## config.mk

```make
export PLATFORM = sky130hd
export DESIGN_NAME = blfp_top
export DESIGN_NICKNAME = d
export VERILOG_FILES = /design/src/rtl/blfp_pkg.sv /design/src/rtl/blfp_lock_check.sv /design/src/rtl/blfp_page_buf.sv /design/src/rtl/blfp_top.sv
export SDC_FILE = /design/constraint.sdc
export NUM_CORES = 2
export LEC_CHECK = 0
export ABC_AREA = 1
export BUFFER_PORTS_ARGS = -buffer_cell sky130_fd_sc_hd__buf_4
export CORE_UTILIZATION = 31
export DETAILED_ROUTE_END_ITERATION = 10
export PLACE_DENSITY = 0.5
export SYNTH_ARGS = -nofsm -noshare
export SYNTH_HDL_FRONTEND = slang
export SYNTH_SLANG_ARGS = --single-unit
export TNS_END_PERCENT = 100
```

## constraint.sdc

```tcl
create_clock -name ref_clk -period 7.4 [get_ports ref_clk]
set_clock_uncertainty 0.1 [all_clocks]
set_input_delay 1.48 -clock ref_clk [delete_from_list [all_inputs] [get_ports ref_clk]]
set_output_delay 1.48 -clock ref_clk [all_outputs]
set_load 0.01 [all_outputs]
```

## src/rtl/blfp_pkg.sv

```systemverilog
/*
  Constants for the boot lock flash protection block: register
  offsets, store command codes, field positions and reset values.
  Assumes a 32-bit AHB-Lite register bus, one register per word.
*/
`default_nettype none

package blfp_pkg;

  // ------------------------------------------------------------
  // Register byte offsets
  // ------------------------------------------------------------
  localparam logic [7:0] A_PTR_EXT = 8'h00;
  localparam logic [7:0] A_PTR_HI  = 8'h04;
  localparam logic [7:0] A_PTR_LO  = 8'h08;
  localparam logic [7:0] A_CTRL    = 8'h0c;
  localparam logic [7:0] A_DATA    = 8'h10;
  localparam logic [7:0] A_EXEC    = 8'h14;
  localparam logic [7:0] A_LOAD    = 8'h18;
  localparam logic [7:0] A_LOCK    = 8'h1c;
  localparam logic [7:0] A_STAT    = 8'h20;
  localparam logic [7:0] A_CFG     = 8'h24;
  localparam logic [7:0] A_LDATA   = 8'h28;

  // ------------------------------------------------------------
  // Store command patterns in the store control register
  // ------------------------------------------------------------
  localparam logic [4:0] CMD_FILL  = 5'h01;
  localparam logic [4:0] CMD_ERASE = 5'h03;
  localparam logic [4:0] CMD_WRITE = 5'h05;
  localparam logic [4:0] CMD_LOCK  = 5'h09;
  localparam logic [4:0] CMD_RWWRE = 5'h11;

  // Cycles a command stays armed after the control write
  localparam logic [2:0] STORE_WIN = 3'h4;

  // ------------------------------------------------------------
  // Field positions and reset values
  // ------------------------------------------------------------
  localparam int LK_BOOT_HI = 5;
  localparam int LK_BOOT_LO = 4;
  localparam int LK_APP_HI  = 3;
  localparam int LK_APP_LO  = 2;
  localparam logic [5:0] LOCK_ERASED = 6'h3f;
  localparam int ST_BUSY    = 0;
  localparam int ST_DENIED  = 1;
  localparam int ST_LDVALID = 2;
  localparam int ST_ARMED   = 3;
  localparam int CFG_EXEC_BOOT = 0;
  localparam int CFG_VEC_BOOT  = 1;
  localparam logic [15:0] BUF_ERASED = 16'hffff;
  localparam logic [7:0]  LEGACY_64K = 8'h00;

  typedef enum logic [1:0] {S_IDLE, S_FLASH, S_LOAD} blfp_state_type;

endpackage

`default_nettype wire

```

## src/rtl/blfp_lock_check.sv

```systemverilog
/*
  Lock decode: from the two boot lock fields, the executing section
  and the target section, says whether a store or a load may go and
  whether interrupts must be held off. Purely combinational.
*/
`timescale 1ns/1ps
`default_nettype none

module blfp_lock_check
  import blfp_pkg::*;
(
  // Lock state
  input  wire logic [5:0] lock,
  // Access context
  input  wire logic       exec_boot,
  input  wire logic       vec_boot,
  input  wire logic       addr_boot,
  // Verdicts
  output logic            store_ok,
  output logic            load_ok,
  output logic            irq_block
);

  // ------------------------------------------------------------
  // Section verdicts; general lock bits 1..0 are never consulted
  // ------------------------------------------------------------
  // Store blocked exactly when the section's low bit is programmed
  assign store_ok = addr_boot ? lock[LK_BOOT_LO]
                              : lock[LK_APP_LO];
  // Cross-section loads blocked when the high bit is programmed
  assign load_ok = addr_boot ? (exec_boot | lock[LK_BOOT_HI])
                             : (!exec_boot | lock[LK_APP_HI]);
  // Vectors in the other section would fetch protected code
  assign irq_block = (!exec_boot && !lock[LK_APP_HI] && vec_boot)
                  || (exec_boot && !lock[LK_BOOT_HI] && !vec_boot);

endmodule

`default_nettype wire

```

## src/rtl/blfp_page_buf.sv

```systemverilog
/*
  Temporary page buffer: one word per entry, each entry writable once
  until the buffer is cleared. Unwritten entries read as erased.
  Assumes the writer and the flash array share ref_clk.
*/
`timescale 1ns/1ps
`default_nettype none

module blfp_page_buf
  import blfp_pkg::*;
#(
  parameter int WORD_BITS = 7
)
(
  // Clock and reset
  input  wire logic                 ref_clk,
  input  wire logic                 reset,
  // Fill side
  input  wire logic                 wr_en,
  input  wire logic [WORD_BITS-1:0] wr_idx,
  input  wire logic [15:0]          wr_data,
  input  wire logic                 clr,
  // Flash array side
  input  wire logic [WORD_BITS-1:0] rd_idx,
  output logic      [15:0]          rd_data
);

  localparam int DEPTH = 1 << WORD_BITS;

  logic [15:0]      mem [DEPTH];
  logic [DEPTH-1:0] valid;

  // ------------------------------------------------------------
  // Entry valid bits, cleared by reset and by clear
  // ------------------------------------------------------------
  for (genvar g = 0; g < DEPTH; g++) begin : g_valid
    always_ff @(posedge ref_clk) begin
      if (reset || clr) begin
        valid[g] <= 1'b0;
      end else if (wr_en && wr_idx == WORD_BITS'(g)) begin
        valid[g] <= 1'b1;
      end
    end
  end

  // Second write to an entry is dropped until a clear
  always_ff @(posedge ref_clk) begin
    if (wr_en && !valid[wr_idx]) begin
      mem[wr_idx] <= wr_data;
    end
  end

  // Registered read port for the flash array
  always_ff @(posedge ref_clk) begin
    if (reset) begin
      rd_data <= BUF_ERASED;
    end else begin
      rd_data <= valid[rd_idx] ? mem[rd_idx] : BUF_ERASED;
    end
  end
endmodule

`default_nettype wire

```

## src/rtl/blfp_top.sv

```systemverilog
/*
  Boot lock flash protection top: AHB-Lite register slave, pointer,
  store command window, lock bits and the flash array request port.
  Assumes a flash array on ref_clk that answers a load in the same
  cycle as the address and a request with a flash_done pulse.
*/
`timescale 1ns/1ps
`default_nettype none

module blfp_top
  import blfp_pkg::*;
#(
  parameter int          FLASH_BYTES = 65536,
  parameter int          WORD_BITS   = 7,
  parameter logic [23:0] BOOT_START  = 24'h00e000
)
(
  // Clock and reset
  input  wire logic                  ref_clk,
  input  wire logic                  reset,
  // AHB-Lite slave
  input  wire logic                  hsel,
  input  wire logic [31:0]           haddr,
  input  wire logic [1:0]            htrans,
  input  wire logic                  hwrite,
  input  wire logic [2:0]            hsize,
  input  wire logic [31:0]           hwdata,
  input  wire logic                  hready,
  output logic                       hreadyout,
  output logic                       hresp,
  output logic      [31:0]           hrdata,
  // Programming interface and lock storage pins
  input  wire logic                  chip_erase_pin,
  input  wire logic                  prog_lock_we_pin,
  input  wire logic [5:0]            prog_lock_data_pin,
  input  wire logic [5:0]            lock_nv_in,
  output logic                       lock_nv_we,
  output logic      [5:0]            lock_nv_data,
  // Flash array
  output logic                       flash_req,
  output logic                       flash_op_write,
  output logic      [23-WORD_BITS:0] flash_page,
  input  wire logic                  flash_done,
  output logic      [23:0]           flash_rd_addr,
  input  wire logic [7:0]            flash_rd_data,
  input  wire logic [WORD_BITS-1:0]  flash_buf_idx,
  output logic      [15:0]           flash_buf_word,
  // Interrupt hold-off to the core
  output logic                       irq_block
);

  localparam bit EXT_EN = FLASH_BYTES > 65536;
  localparam int PG_LSB = WORD_BITS + 1;

  blfp_state_type state;
  logic        dp_act;
  logic        dp_wr;
  logic [7:0]  dp_addr;
  logic        wr;
  logic [7:0]  ptr_ext;
  logic [7:0]  ptr_hi;
  logic [7:0]  ptr_lo;
  logic [23:0] ptr;
  logic [4:0]  cmd;
  logic [2:0]  arm_cnt;
  logic [15:0] store_data;
  logic [1:0]  cfg;
  logic [5:0]  lock;
  logic        lock_loaded;
  logic        denied;
  logic        ld_valid;
  logic [7:0]  load_data;
  logic [13:0] sync1;
  logic [13:0] sync2;
  logic [1:0]  strobe_d;
  logic        erase_evt;
  logic        prog_evt;
  logic        exec_go;
  logic        load_go;
  logic        addr_boot;
  logic        st_ok;
  logic        ld_ok;
  logic        deny_now;
  logic        lockset;
  logic        buf_we;
  logic        buf_clr;
  logic [31:0] next_hrdata;

  // ------------------------------------------------------------
  // Bus slave
  // ------------------------------------------------------------
  // Zero wait states; every answer is OKAY
  assign hreadyout = 1'b1;
  assign hresp     = 1'b0;

  // Address phase capture; the low byte selects the register, upper address bits must be zero
  always_ff @(posedge ref_clk) begin
    if (reset) begin
      dp_act  <= 1'b0;
      dp_wr   <= 1'b0;
      dp_addr <= 8'h00;
    end else if (hready) begin
      dp_act  <= hsel && htrans[1] && haddr[31:8] == 24'h0;
      dp_wr   <= hwrite;
      dp_addr <= haddr[7:0];
    end
  end

  assign wr = dp_act && dp_wr;

  // Read mux; a read right after a write sees the old value
  always_comb begin
    next_hrdata = 32'h0;
    case (haddr[7:0])
      A_PTR_EXT: next_hrdata[7:0] = ptr_ext;
      A_PTR_HI:  next_hrdata[7:0] = ptr_hi;
      A_PTR_LO:  next_hrdata[7:0] = ptr_lo;
      A_CTRL:    next_hrdata[4:0] = cmd;
      A_DATA:    next_hrdata[15:0] = store_data;
      A_LOCK:    next_hrdata[5:0] = lock;
      A_STAT: begin
        next_hrdata[ST_BUSY]    = state != S_IDLE;
        next_hrdata[ST_DENIED]  = denied;
        next_hrdata[ST_LDVALID] = ld_valid;
        next_hrdata[ST_ARMED]   = arm_cnt != 3'h0;
      end
      A_CFG:     next_hrdata[1:0] = cfg;
      A_LDATA:   next_hrdata[7:0] = load_data;
      default:   next_hrdata = 32'h0;
    endcase
    if (haddr[31:8] != 24'h0) begin
      next_hrdata = 32'h0;
    end
  end

  always_ff @(posedge ref_clk) begin
    if (reset) begin
      hrdata <= 32'h0;
    end else if (hready && hsel && htrans[1] && !hwrite) begin
      hrdata <= next_hrdata;
    end
  end

  // ------------------------------------------------------------
  // Pointer and data registers
  // ------------------------------------------------------------
  // Extension byte exists only on large parts
  always_ff @(posedge ref_clk) begin
    if (reset) begin
      ptr_ext <= LEGACY_64K;
    end else if (EXT_EN && wr && dp_addr == A_PTR_EXT) begin
      ptr_ext <= hwdata[7:0];
    end
  end

  always_ff @(posedge ref_clk) begin
    if (reset) begin
      ptr_hi <= 8'h00;
      ptr_lo <= 8'h00;
    end else if (wr && dp_addr == A_PTR_HI) begin
      ptr_hi <= hwdata[7:0];
    end else if (wr && dp_addr == A_PTR_LO) begin
      ptr_lo <= hwdata[7:0];
    end
  end

  assign ptr = {ptr_ext, ptr_hi, ptr_lo};

  always_ff @(posedge ref_clk) begin
    if (reset) begin
      store_data <= 16'h0;
      cfg        <= 2'b00;
    end else if (wr && dp_addr == A_DATA) begin
      store_data <= hwdata[15:0];
    end else if (wr && dp_addr == A_CFG) begin
      cfg <= hwdata[1:0];
    end
  end

  // ------------------------------------------------------------
  // Store command window
  // ------------------------------------------------------------
  // Command auto-clears when the window lapses or it is used
  always_ff @(posedge ref_clk) begin
    if (reset) begin
      cmd     <= 5'h0;
      arm_cnt <= 3'h0;
    end else if (wr && dp_addr == A_CTRL) begin
      cmd     <= hwdata[4:0];
      arm_cnt <= STORE_WIN;
    end else if (exec_go || arm_cnt == 3'h1) begin
      cmd     <= 5'h0;
      arm_cnt <= 3'h0;
    end else if (arm_cnt != 3'h0) begin
      arm_cnt <= arm_cnt - 3'h1;
    end
  end

  // Stores only act idle with locks loaded, and from boot code except CMD_RWWRE
  assign exec_go = wr && dp_addr == A_EXEC && arm_cnt != 3'h0
                && state == S_IDLE && lock_loaded;
  assign load_go = wr && dp_addr == A_LOAD && state == S_IDLE
                && lock_loaded;

  // ------------------------------------------------------------
  // Lock decode
  // ------------------------------------------------------------
  assign addr_boot = ptr >= BOOT_START;

  blfp_lock_check u_check (
    .lock      (lock),
    .exec_boot (cfg[CFG_EXEC_BOOT]),
    .vec_boot  (cfg[CFG_VEC_BOOT]),
    .addr_boot (addr_boot),
    .store_ok  (st_ok),
    .load_ok   (ld_ok),
    .irq_block (irq_block)
  );

  // Pointer ignored: lock set never looks at ptr
  assign lockset = exec_go && cmd == CMD_LOCK
                && cfg[CFG_EXEC_BOOT];

  // Erase and write need store rights on the target section
  assign deny_now = (exec_go && !cfg[CFG_EXEC_BOOT])
                 || (exec_go && !st_ok
                     && (cmd == CMD_ERASE || cmd == CMD_WRITE))
                 || (load_go && !ld_ok);

  // ------------------------------------------------------------
  // Programming pin synchronisers
  // ------------------------------------------------------------
  // No reset here: the stored locks must already stand when reset ends
  always_ff @(posedge ref_clk) begin
    sync1 <= {chip_erase_pin, prog_lock_we_pin,
              prog_lock_data_pin, lock_nv_in};
    sync2 <= sync1;
  end

  // Edge history; pins idle low, so no false edge after reset
  always_ff @(posedge ref_clk) begin
    if (reset) begin
      strobe_d <= 2'b00;
    end else begin
      strobe_d <= sync2[13:12];
    end
  end

  assign erase_evt = sync2[13] && !strobe_d[1];
  assign prog_evt  = sync2[12] && !strobe_d[0];

  // ------------------------------------------------------------
  // Lock bits
  // ------------------------------------------------------------
  // Reset reloads from storage; no path here sets a bit except erase
  always_ff @(posedge ref_clk) begin
    if (reset) begin
      lock        <= LOCK_ERASED;
      lock_loaded <= 1'b0;
    end else if (!lock_loaded) begin
      lock        <= sync2[5:0];
      lock_loaded <= 1'b1;
    end else if (erase_evt) begin
      lock <= LOCK_ERASED;
    end else if (prog_evt) begin
      lock <= lock & sync2[11:6];
    end else if (lockset) begin
      lock <= lock & store_data[5:0];
    end
  end

  // Write-back to storage strobes in the same cycle each erase, pin program or lock set result appears; the load from storage is not written back
  always_ff @(posedge ref_clk) begin
    if (reset) begin
      lock_nv_we <= 1'b0;
    end else begin
      lock_nv_we <= lock_loaded && (erase_evt || prog_evt || lockset);
    end
  end

  assign lock_nv_data = lock;

  // ------------------------------------------------------------
  // Page buffer
  // ------------------------------------------------------------
  assign buf_we  = exec_go && cmd == CMD_FILL && cfg[CFG_EXEC_BOOT];
  assign buf_clr = (exec_go && cmd == CMD_RWWRE)
                || (state == S_FLASH && flash_done && flash_op_write);

  blfp_page_buf #(
    .WORD_BITS (WORD_BITS)
  ) u_buf (
    .ref_clk (ref_clk),
    .reset   (reset),
    .wr_en   (buf_we),
    .wr_idx  (ptr[WORD_BITS:1]),
    .wr_data (store_data),
    .clr     (buf_clr),
    .rd_idx  (flash_buf_idx),
    .rd_data (flash_buf_word)
  );

  // ------------------------------------------------------------
  // Operation sequencer
  // ------------------------------------------------------------
  always_ff @(posedge ref_clk) begin
    if (reset) begin
      state <= S_IDLE;
    end else begin
      case (state)
        S_IDLE: begin
          if (exec_go && !deny_now
              && (cmd == CMD_ERASE || cmd == CMD_WRITE)) begin
            state <= S_FLASH;
          end else if (load_go && ld_ok) begin
            state <= S_LOAD;
          end
        end
        S_FLASH: begin
          if (flash_done) begin
            state <= S_IDLE;
          end
        end
        S_LOAD:  state <= S_IDLE;
        default: state <= S_IDLE;
      endcase
    end
  end

  // Page is latched once; later pointer writes cannot move it
  always_ff @(posedge ref_clk) begin
    if (reset) begin
      flash_req      <= 1'b0;
      flash_op_write <= 1'b0;
      flash_page     <= '0;
    end else if (state == S_IDLE && exec_go && !deny_now
                 && (cmd == CMD_ERASE || cmd == CMD_WRITE)) begin
      flash_req      <= 1'b1;
      flash_op_write <= cmd == CMD_WRITE;
      flash_page     <= {1'b0, ptr[23:PG_LSB]};
    end else if (state == S_FLASH && flash_done) begin
      flash_req <= 1'b0;
    end
  end

  // Byte-wide load address keeps bit zero
  always_ff @(posedge ref_clk) begin
    if (reset) begin
      flash_rd_addr <= 24'h0;
    end else if (load_go && ld_ok) begin
      flash_rd_addr <= ptr;
    end
  end

  // Forbidden loads return zero, never protected bytes
  always_ff @(posedge ref_clk) begin
    if (reset) begin
      load_data <= 8'h00;
      ld_valid  <= 1'b0;
    end else if (load_go) begin
      load_data <= 8'h00;
      ld_valid  <= !ld_ok;
    end else if (state == S_LOAD) begin
      load_data <= flash_rd_data;
      ld_valid  <= 1'b1;
    end
  end

  // Sticky refusal flag; write one to clear, a new refusal wins
  always_ff @(posedge ref_clk) begin
    if (reset) begin
      denied <= 1'b0;
    end else if (deny_now) begin
      denied <= 1'b1;
    end else if (wr && dp_addr == A_STAT && hwdata[ST_DENIED]) begin
      denied <= 1'b0;
    end
  end
endmodule

`default_nettype wire

```

==> Yosys cells after proc, flatten, opt, wreduce, memory -nomap -nowiden <==
Memory sizes are Yosys's and may differ from the RTL's. A register that Yosys moved wholly into a read port is not among the register bits.
Cells that the tools add are included.
Widths: inputs -> output; s select.
{ "totals": {"register_bits": 288, "mem_bits_rw": 2048, "elab_cells": 564, "mem_count": 1} }
{ "classes": {"addsub": 1, "n_lt_le_gt_ge": 3, "n_eq_ne": 154, "n_mux": 35, "bitwise_logic": 7, "n_reduce_logical": 210} }
{ "mem_list": {"columns": ["name", "depth", "word_bits", "read_ports", "rd_ports_with_merged_regs", "write_ports", "line_no", "text"], "rows": [
  ["u_buf.mem", 128, 16, 1, 1, 1, "blfp_page_buf.sv:30", "logic [15:0] mem [DEPTH];"]
]} }
{ "ops": {"columns": ["op", "n"], "rows": [
  ["$eq 7x7->1 const B", 64],
  ["$eq 7x6->1 const B", 32],
  ["$logic_and 1x1->1", 173],
  ["$eq 7x5->1 const B", 16],
  ["$eq 7x4->1 const B", 8],
  ["$eq 8x5->1 const B", 5],
  ["$eq 8x6->1 const B", 5],
  ["$eq 8x4->1 const B", 4],
  ["$eq 7x3->1 const B", 4],
  ["$logic_not 24->1", 1],
  ["$mux 6", 4],
  ["$reduce_bool 24->1", 1],
  ["$eq 8x3->1 const B", 2],
  ["$ge 16x16->1 const B", 1],
  ["$lt 7x8->1 const B", 2],
  ["$mux 16", 1],
  ["$pmux 2 s8", 1],
  ["$bmux 1 s7", 2],
  ["$eq 7x2->1 const B", 2],
  ["$pmux 2 s7", 1],
  ["$mux 1", 13],
  ["$and 6x6->6", 2],
  ["$logic_not 1->1", 11],
  ["$mux 5", 2],
  ["other kinds (30)", 53]
]} }

==> Longest topological paths before layout <==
{ "depth": {"ltp_word": 14, "depth_mapped": 16, "mapped_depth_nobuf": 12} }

==> Cells and area by module <==
A second synthesis with hierarchy kept.
{ "hier_totals": {"hier_cells": 8963, "area_unflattened_um2": 96292.4} }
{ "modules_own_cells": {"columns": ["module", "instances", "cells_each", "area_each_um2", "seq_area_each_um2"], "rows": [
  ["blfp_page_buf", 1, 8115, 89988.8, 64381.7],
  ["blfp_top", 1, 834, 6246.0, 2882.8],
  ["blfp_lock_check", 1, 14, 57.6, 0.0]
]} }

==> Worst setup path before layout <==
OpenSTA, ideal clock, no wires.
{ "synth_timing": {"path_kind": "input-to-reg", "start": "in flash_buf_idx[0]", "end": "reg u_buf.rd_data[5], read port of u_buf.mem", "setup_ns": 0.130, "arrival_ns": 2.880, "path_slack_ns": 4.290, "path_stages": 13, "path_buffers": 3, "path_cell_list": "buf_2 -> inv_2 -> clkbuf_1 -> nand2_1 -> nand3_1 -> nand3_1 -> nand3_1 -> nand3_1 -> nand3_1 -> nand3_1 -> nand2_1 -> buf_2 -> nand3_1"} }
{ "synth_via": {"elab_chain_cells": 4} }
{ "synth_lines": {"columns": ["item", "line_no", "text"], "rows": [
  ["start, declared", "blfp_top.sv:46", "input wire logic [WORD_BITS-1:0] flash_buf_idx,"],
  ["$bmux 1 s7", "blfp_page_buf.sv:58", "rd_data <= valid[rd_idx] ? mem[rd_idx] : BUF_ERASED;"],
  ["$mux 1 (not written as such)", "blfp_page_buf.sv:58", null],
  ["$not 1->1 (no line)", null, null],
  ["$reduce_or 2->1 (no line)", null, null],
  ["end, declared", "blfp_page_buf.sv:25", "output logic [15:0] rd_data"]
]} }
Several ways; a longest one is shown, not always the timed one. The select of a mux whose other input is x is not followed.
A chain may end at the register's enable or synchronous reset.

==> Worst setup path in the final report <==
{ "layout_timing": {"start": "reg ptr_lo[1]", "end": "mem u_buf.mem[79][7], enable pin"} }
{ "layout_via": {"elab_chain_cells": 6} }
{ "layout_lines": {"columns": ["item", "line_no", "text"], "rows": [
  ["start, declared", "blfp_top.sv:62", "logic [7:0] ptr_lo;"],
  ["start signal, assigned", "blfp_top.sv:163", "ptr_lo <= hwdata[7:0];"],
  ["$bmux 1 s7", "blfp_page_buf.sv:48", "if (wr_en && !valid[wr_idx]) begin"],
  ["$mux 1 (not written as such)", "blfp_page_buf.sv:48", null],
  ["$logic_not 1->1", "blfp_page_buf.sv:48", null],
  ["$logic_and 1x1->1", "blfp_page_buf.sv:48", null],
  ["$mux 1", "blfp_page_buf.sv:48", null],
  ["$mux 1 (not written as such)", "blfp_page_buf.sv:49", "mem[wr_idx] <= wr_data;"],
  ["end, declared", "blfp_page_buf.sv:30", null]
]} }
Several ways; a longest one is shown, not always the timed one. The select of a mux whose other input is x is not followed.

==> out/results.ini <==
[status]
status=completed

[place]
placed_cell_area_um2=102000
hpwlAfterDp_um=165000
dp.cells=12770
port_buffers=149
place_congestion=0.861

[floorplanning]
core_area_um2=309000
fp.dieW_um=560
fp.dieH_um=560
dieArea_um2=314000
rows=204
start_util_pct=31.2
io_pins=205

[routing]
via_per_inst=5.03
first_iter_violations=6611
first_pass_iters=6
wl_um=299000
wl_per_cell_um=22.6
via_count=66339
antenna_left=0
drc_errors=0

[critical_path]
cp.required_ns=7.82
reg2reg_to=u_buf.mem[79][7]
path_class=reg2reg
crit_fanout=100
critPathCaptureType=flop
cp_slowest_cell=a21oi_2
r2r_slack_ns=2.02
worstReg2RegStart=ptr_lo[1]
crit_chain=buf_4 -> nor2_2 -> inv_1 -> o22ai_1 -> o21ai_0 -> nand2_1 -> o21ai_1 -> nand3_4 -> buf_12 -> a21oi_2
r2r_cells=10
max_stage_delay_ns=1.15
cp-start-kind=flop
crit_arrival_ns=5.81

[yosys]
async_flop_share_pct=0
synth_edf_count=2048
yosys_warnings=0
synth-seq-area-share_pct=69.6
ys.flop_type=edfxtp_1
ys_types=47
synthCells=8938
ys_seq_elements=2336
syn_area_um2=96600
syn_avg_cell_area_um2=10.8

[grt]
gr-usage-met2_pct=30.5
grt_max_degree=187
grt_overflow=0
gr-usage-met1_pct=24.8
grt_pass1_vias=62942
antenna_found_initial=10
grt_usage_pct=18.5
met3_usage_pct=2.71
grt_pass1_wl_um=434000
busiest_layer=met2

[clock_tree]
cts_setup_buffers=0
cts_tree=built
cts_buffer_depth=4
cts-resized-gates=0
htreeDepth=4
clk_latency_ns=0.91
postCtsHoldBufs=0
root_buffer=clkbuf_16
clk_transition_reported_paths_ns=0.06
cts_buffers=241
cts.sinks=2336

[timing]
worst_pin_slew_ns=1.36
setup_tns_ns=0
final.min_clock_period_ns=5.38
fmax_mhz=186
slew_headroom_pct=9.48
hold_ws_ns=0.224
final-hold-violation-count=0
finalSetupViolCount=0
grt_setup_unrepaired=no
fin_crit_sh_pct=72.8
slew_viol_final=0

[final_layout]
fin_util_pct=35.3
fin_area_um2=109000
syn_to_final_growth_pct=13.1
final_cell_mix=nand2_1 (3043), edfxtp_1 (2048), nand3_1 (1950)
seq_area_um2=67300
drive_above_1_share_pct=8.86
final_common_cell=nand2_1
nFillCells=30498
nets=9001
finalNonFillerCells=13201
multi_input_area_um2=26000

[power]
ir_drop_uv=218
p_per_area_nw_per_um2=249
p_leak_nw=40.4

[worst_hold_path]
whs_path_depth=0
worst_hold_path.endpoint=sync2[4]
min_path_type=reg2reg
holdCritStartpoint=sync1[4]

[run]
drv_cap=0

==> per-stage QoR <==
stage / worst slack [ns] / power [mW]
CTS: 2.11 / 27.5
global route: 1.87 / 28.0
floorplan: 4.29 / 15.3
finish: 2.02 / 27.3
global placement: 2.14 / 15.8
detailed placement: 2.10 / 15.8
==> critical path, delay by kind of cell (launching register included) <==
family / cells / cell delay (ns)
flops: 1 / 0.72
simple gates: 3 / 0.71
compound gates: 4 / 1.70
buf+inv: 3 / 1.52
==> Yosys cell counts, types with 52 or more instances <==
library cell	n	area (µm²)
clkbuf_1	241	905
nor2_1	181	679
buf_2	197	986
dfxtp_1	288	5770
buf_1	94	353
nand2_1	3043	11400
a21oi_2	100	876
nand3_1	1952	9770
inv_1	229	860
buf_4	52	390
edfxtp_1	2048	61500
a21oi_1	248	1240
o21ai_0	91	455
==> layout make-up <==
type                            instances  share of cell area, %
Antenna cell                            2                0.00458
Tap cell                             4120                   4.72
Multi-Input combinational cell       5789                   23.8
Timing Repair Buffer                  283                   2.21
Clock inverter                        111                  0.892
Clock buffer                          317                   5.93
Sequential cell                      2336                   61.6
Inverter                              243                  0.864
==> routing by layer <==
layer / up-vias / wire, µm / share of wire [%]
met2: 2220 / 142000 / 47
met3: 464 / 19600 / 6.6
met4: 4 / 9790 / 3.3
met5: - / 26 / 0.0087
li1: 30852 / - / -
met1: 32799 / 127000 / 43
==> power by group <==
part           switching, mW  internal [mW]  total [mW]
Combinational          0.993          0.346        1.34
Clock                   5.12           6.64        11.8
Sequential            0.0291           14.1        14.2
==> kinds of logic after synthesis <==
kind of cell | synth area share (%)
and+or+nand+nor | 23.3
AOI/OAI and AO/OA | 3.13
adders and majority gates | 0.0389
buffers and inverters | 3.90
other | 0.00777
DFF | 69.6
==> worst max-delay path by stage <==
stage	startpoint	cells after the start	end	slack [ns]
after detailed placement	ptr_lo[1]	10	u_buf.mem[78][3]	2.10
after CTS	ptr_lo[1]	10	u_buf.mem[78][13]	2.11
after floorplan	flash_buf_idx[0]	13	u_buf.rd_data[5]	4.29
after global placement	flash_buf_idx[0]	12	u_buf.rd_data[8]	2.14
final	ptr_lo[1]	10	u_buf.mem[79][7]	2.02
after global routing	ptr_lo[1]	10	u_buf.mem[78][13]	1.87
==> registers in the layout (all words and copies together) (netlist names), 2 cells and up <==
| register | cells |
|---|---|
| flash_rd_addr | 16 |
| state | 2 |
| strobe_d | 2 |
| ptr_lo | 8 |
| sync2 | 14 |
| store_data | 16 |
| cfg | 2 |
| u_buf.valid | 128 |
| ptr_hi | 8 |
| u_buf.mem | 2048 |
| load_data | 8 |
| dp_addr | 8 |
| lock_nv_data | 6 |
| sync1 | 14 |
| hrdata | 16 |
| arm_cnt | 3 |
| cmd | 5 |
| flash_page | 8 |
| u_buf.rd_data | 16 |
Power figures use the tool's default switching activity.
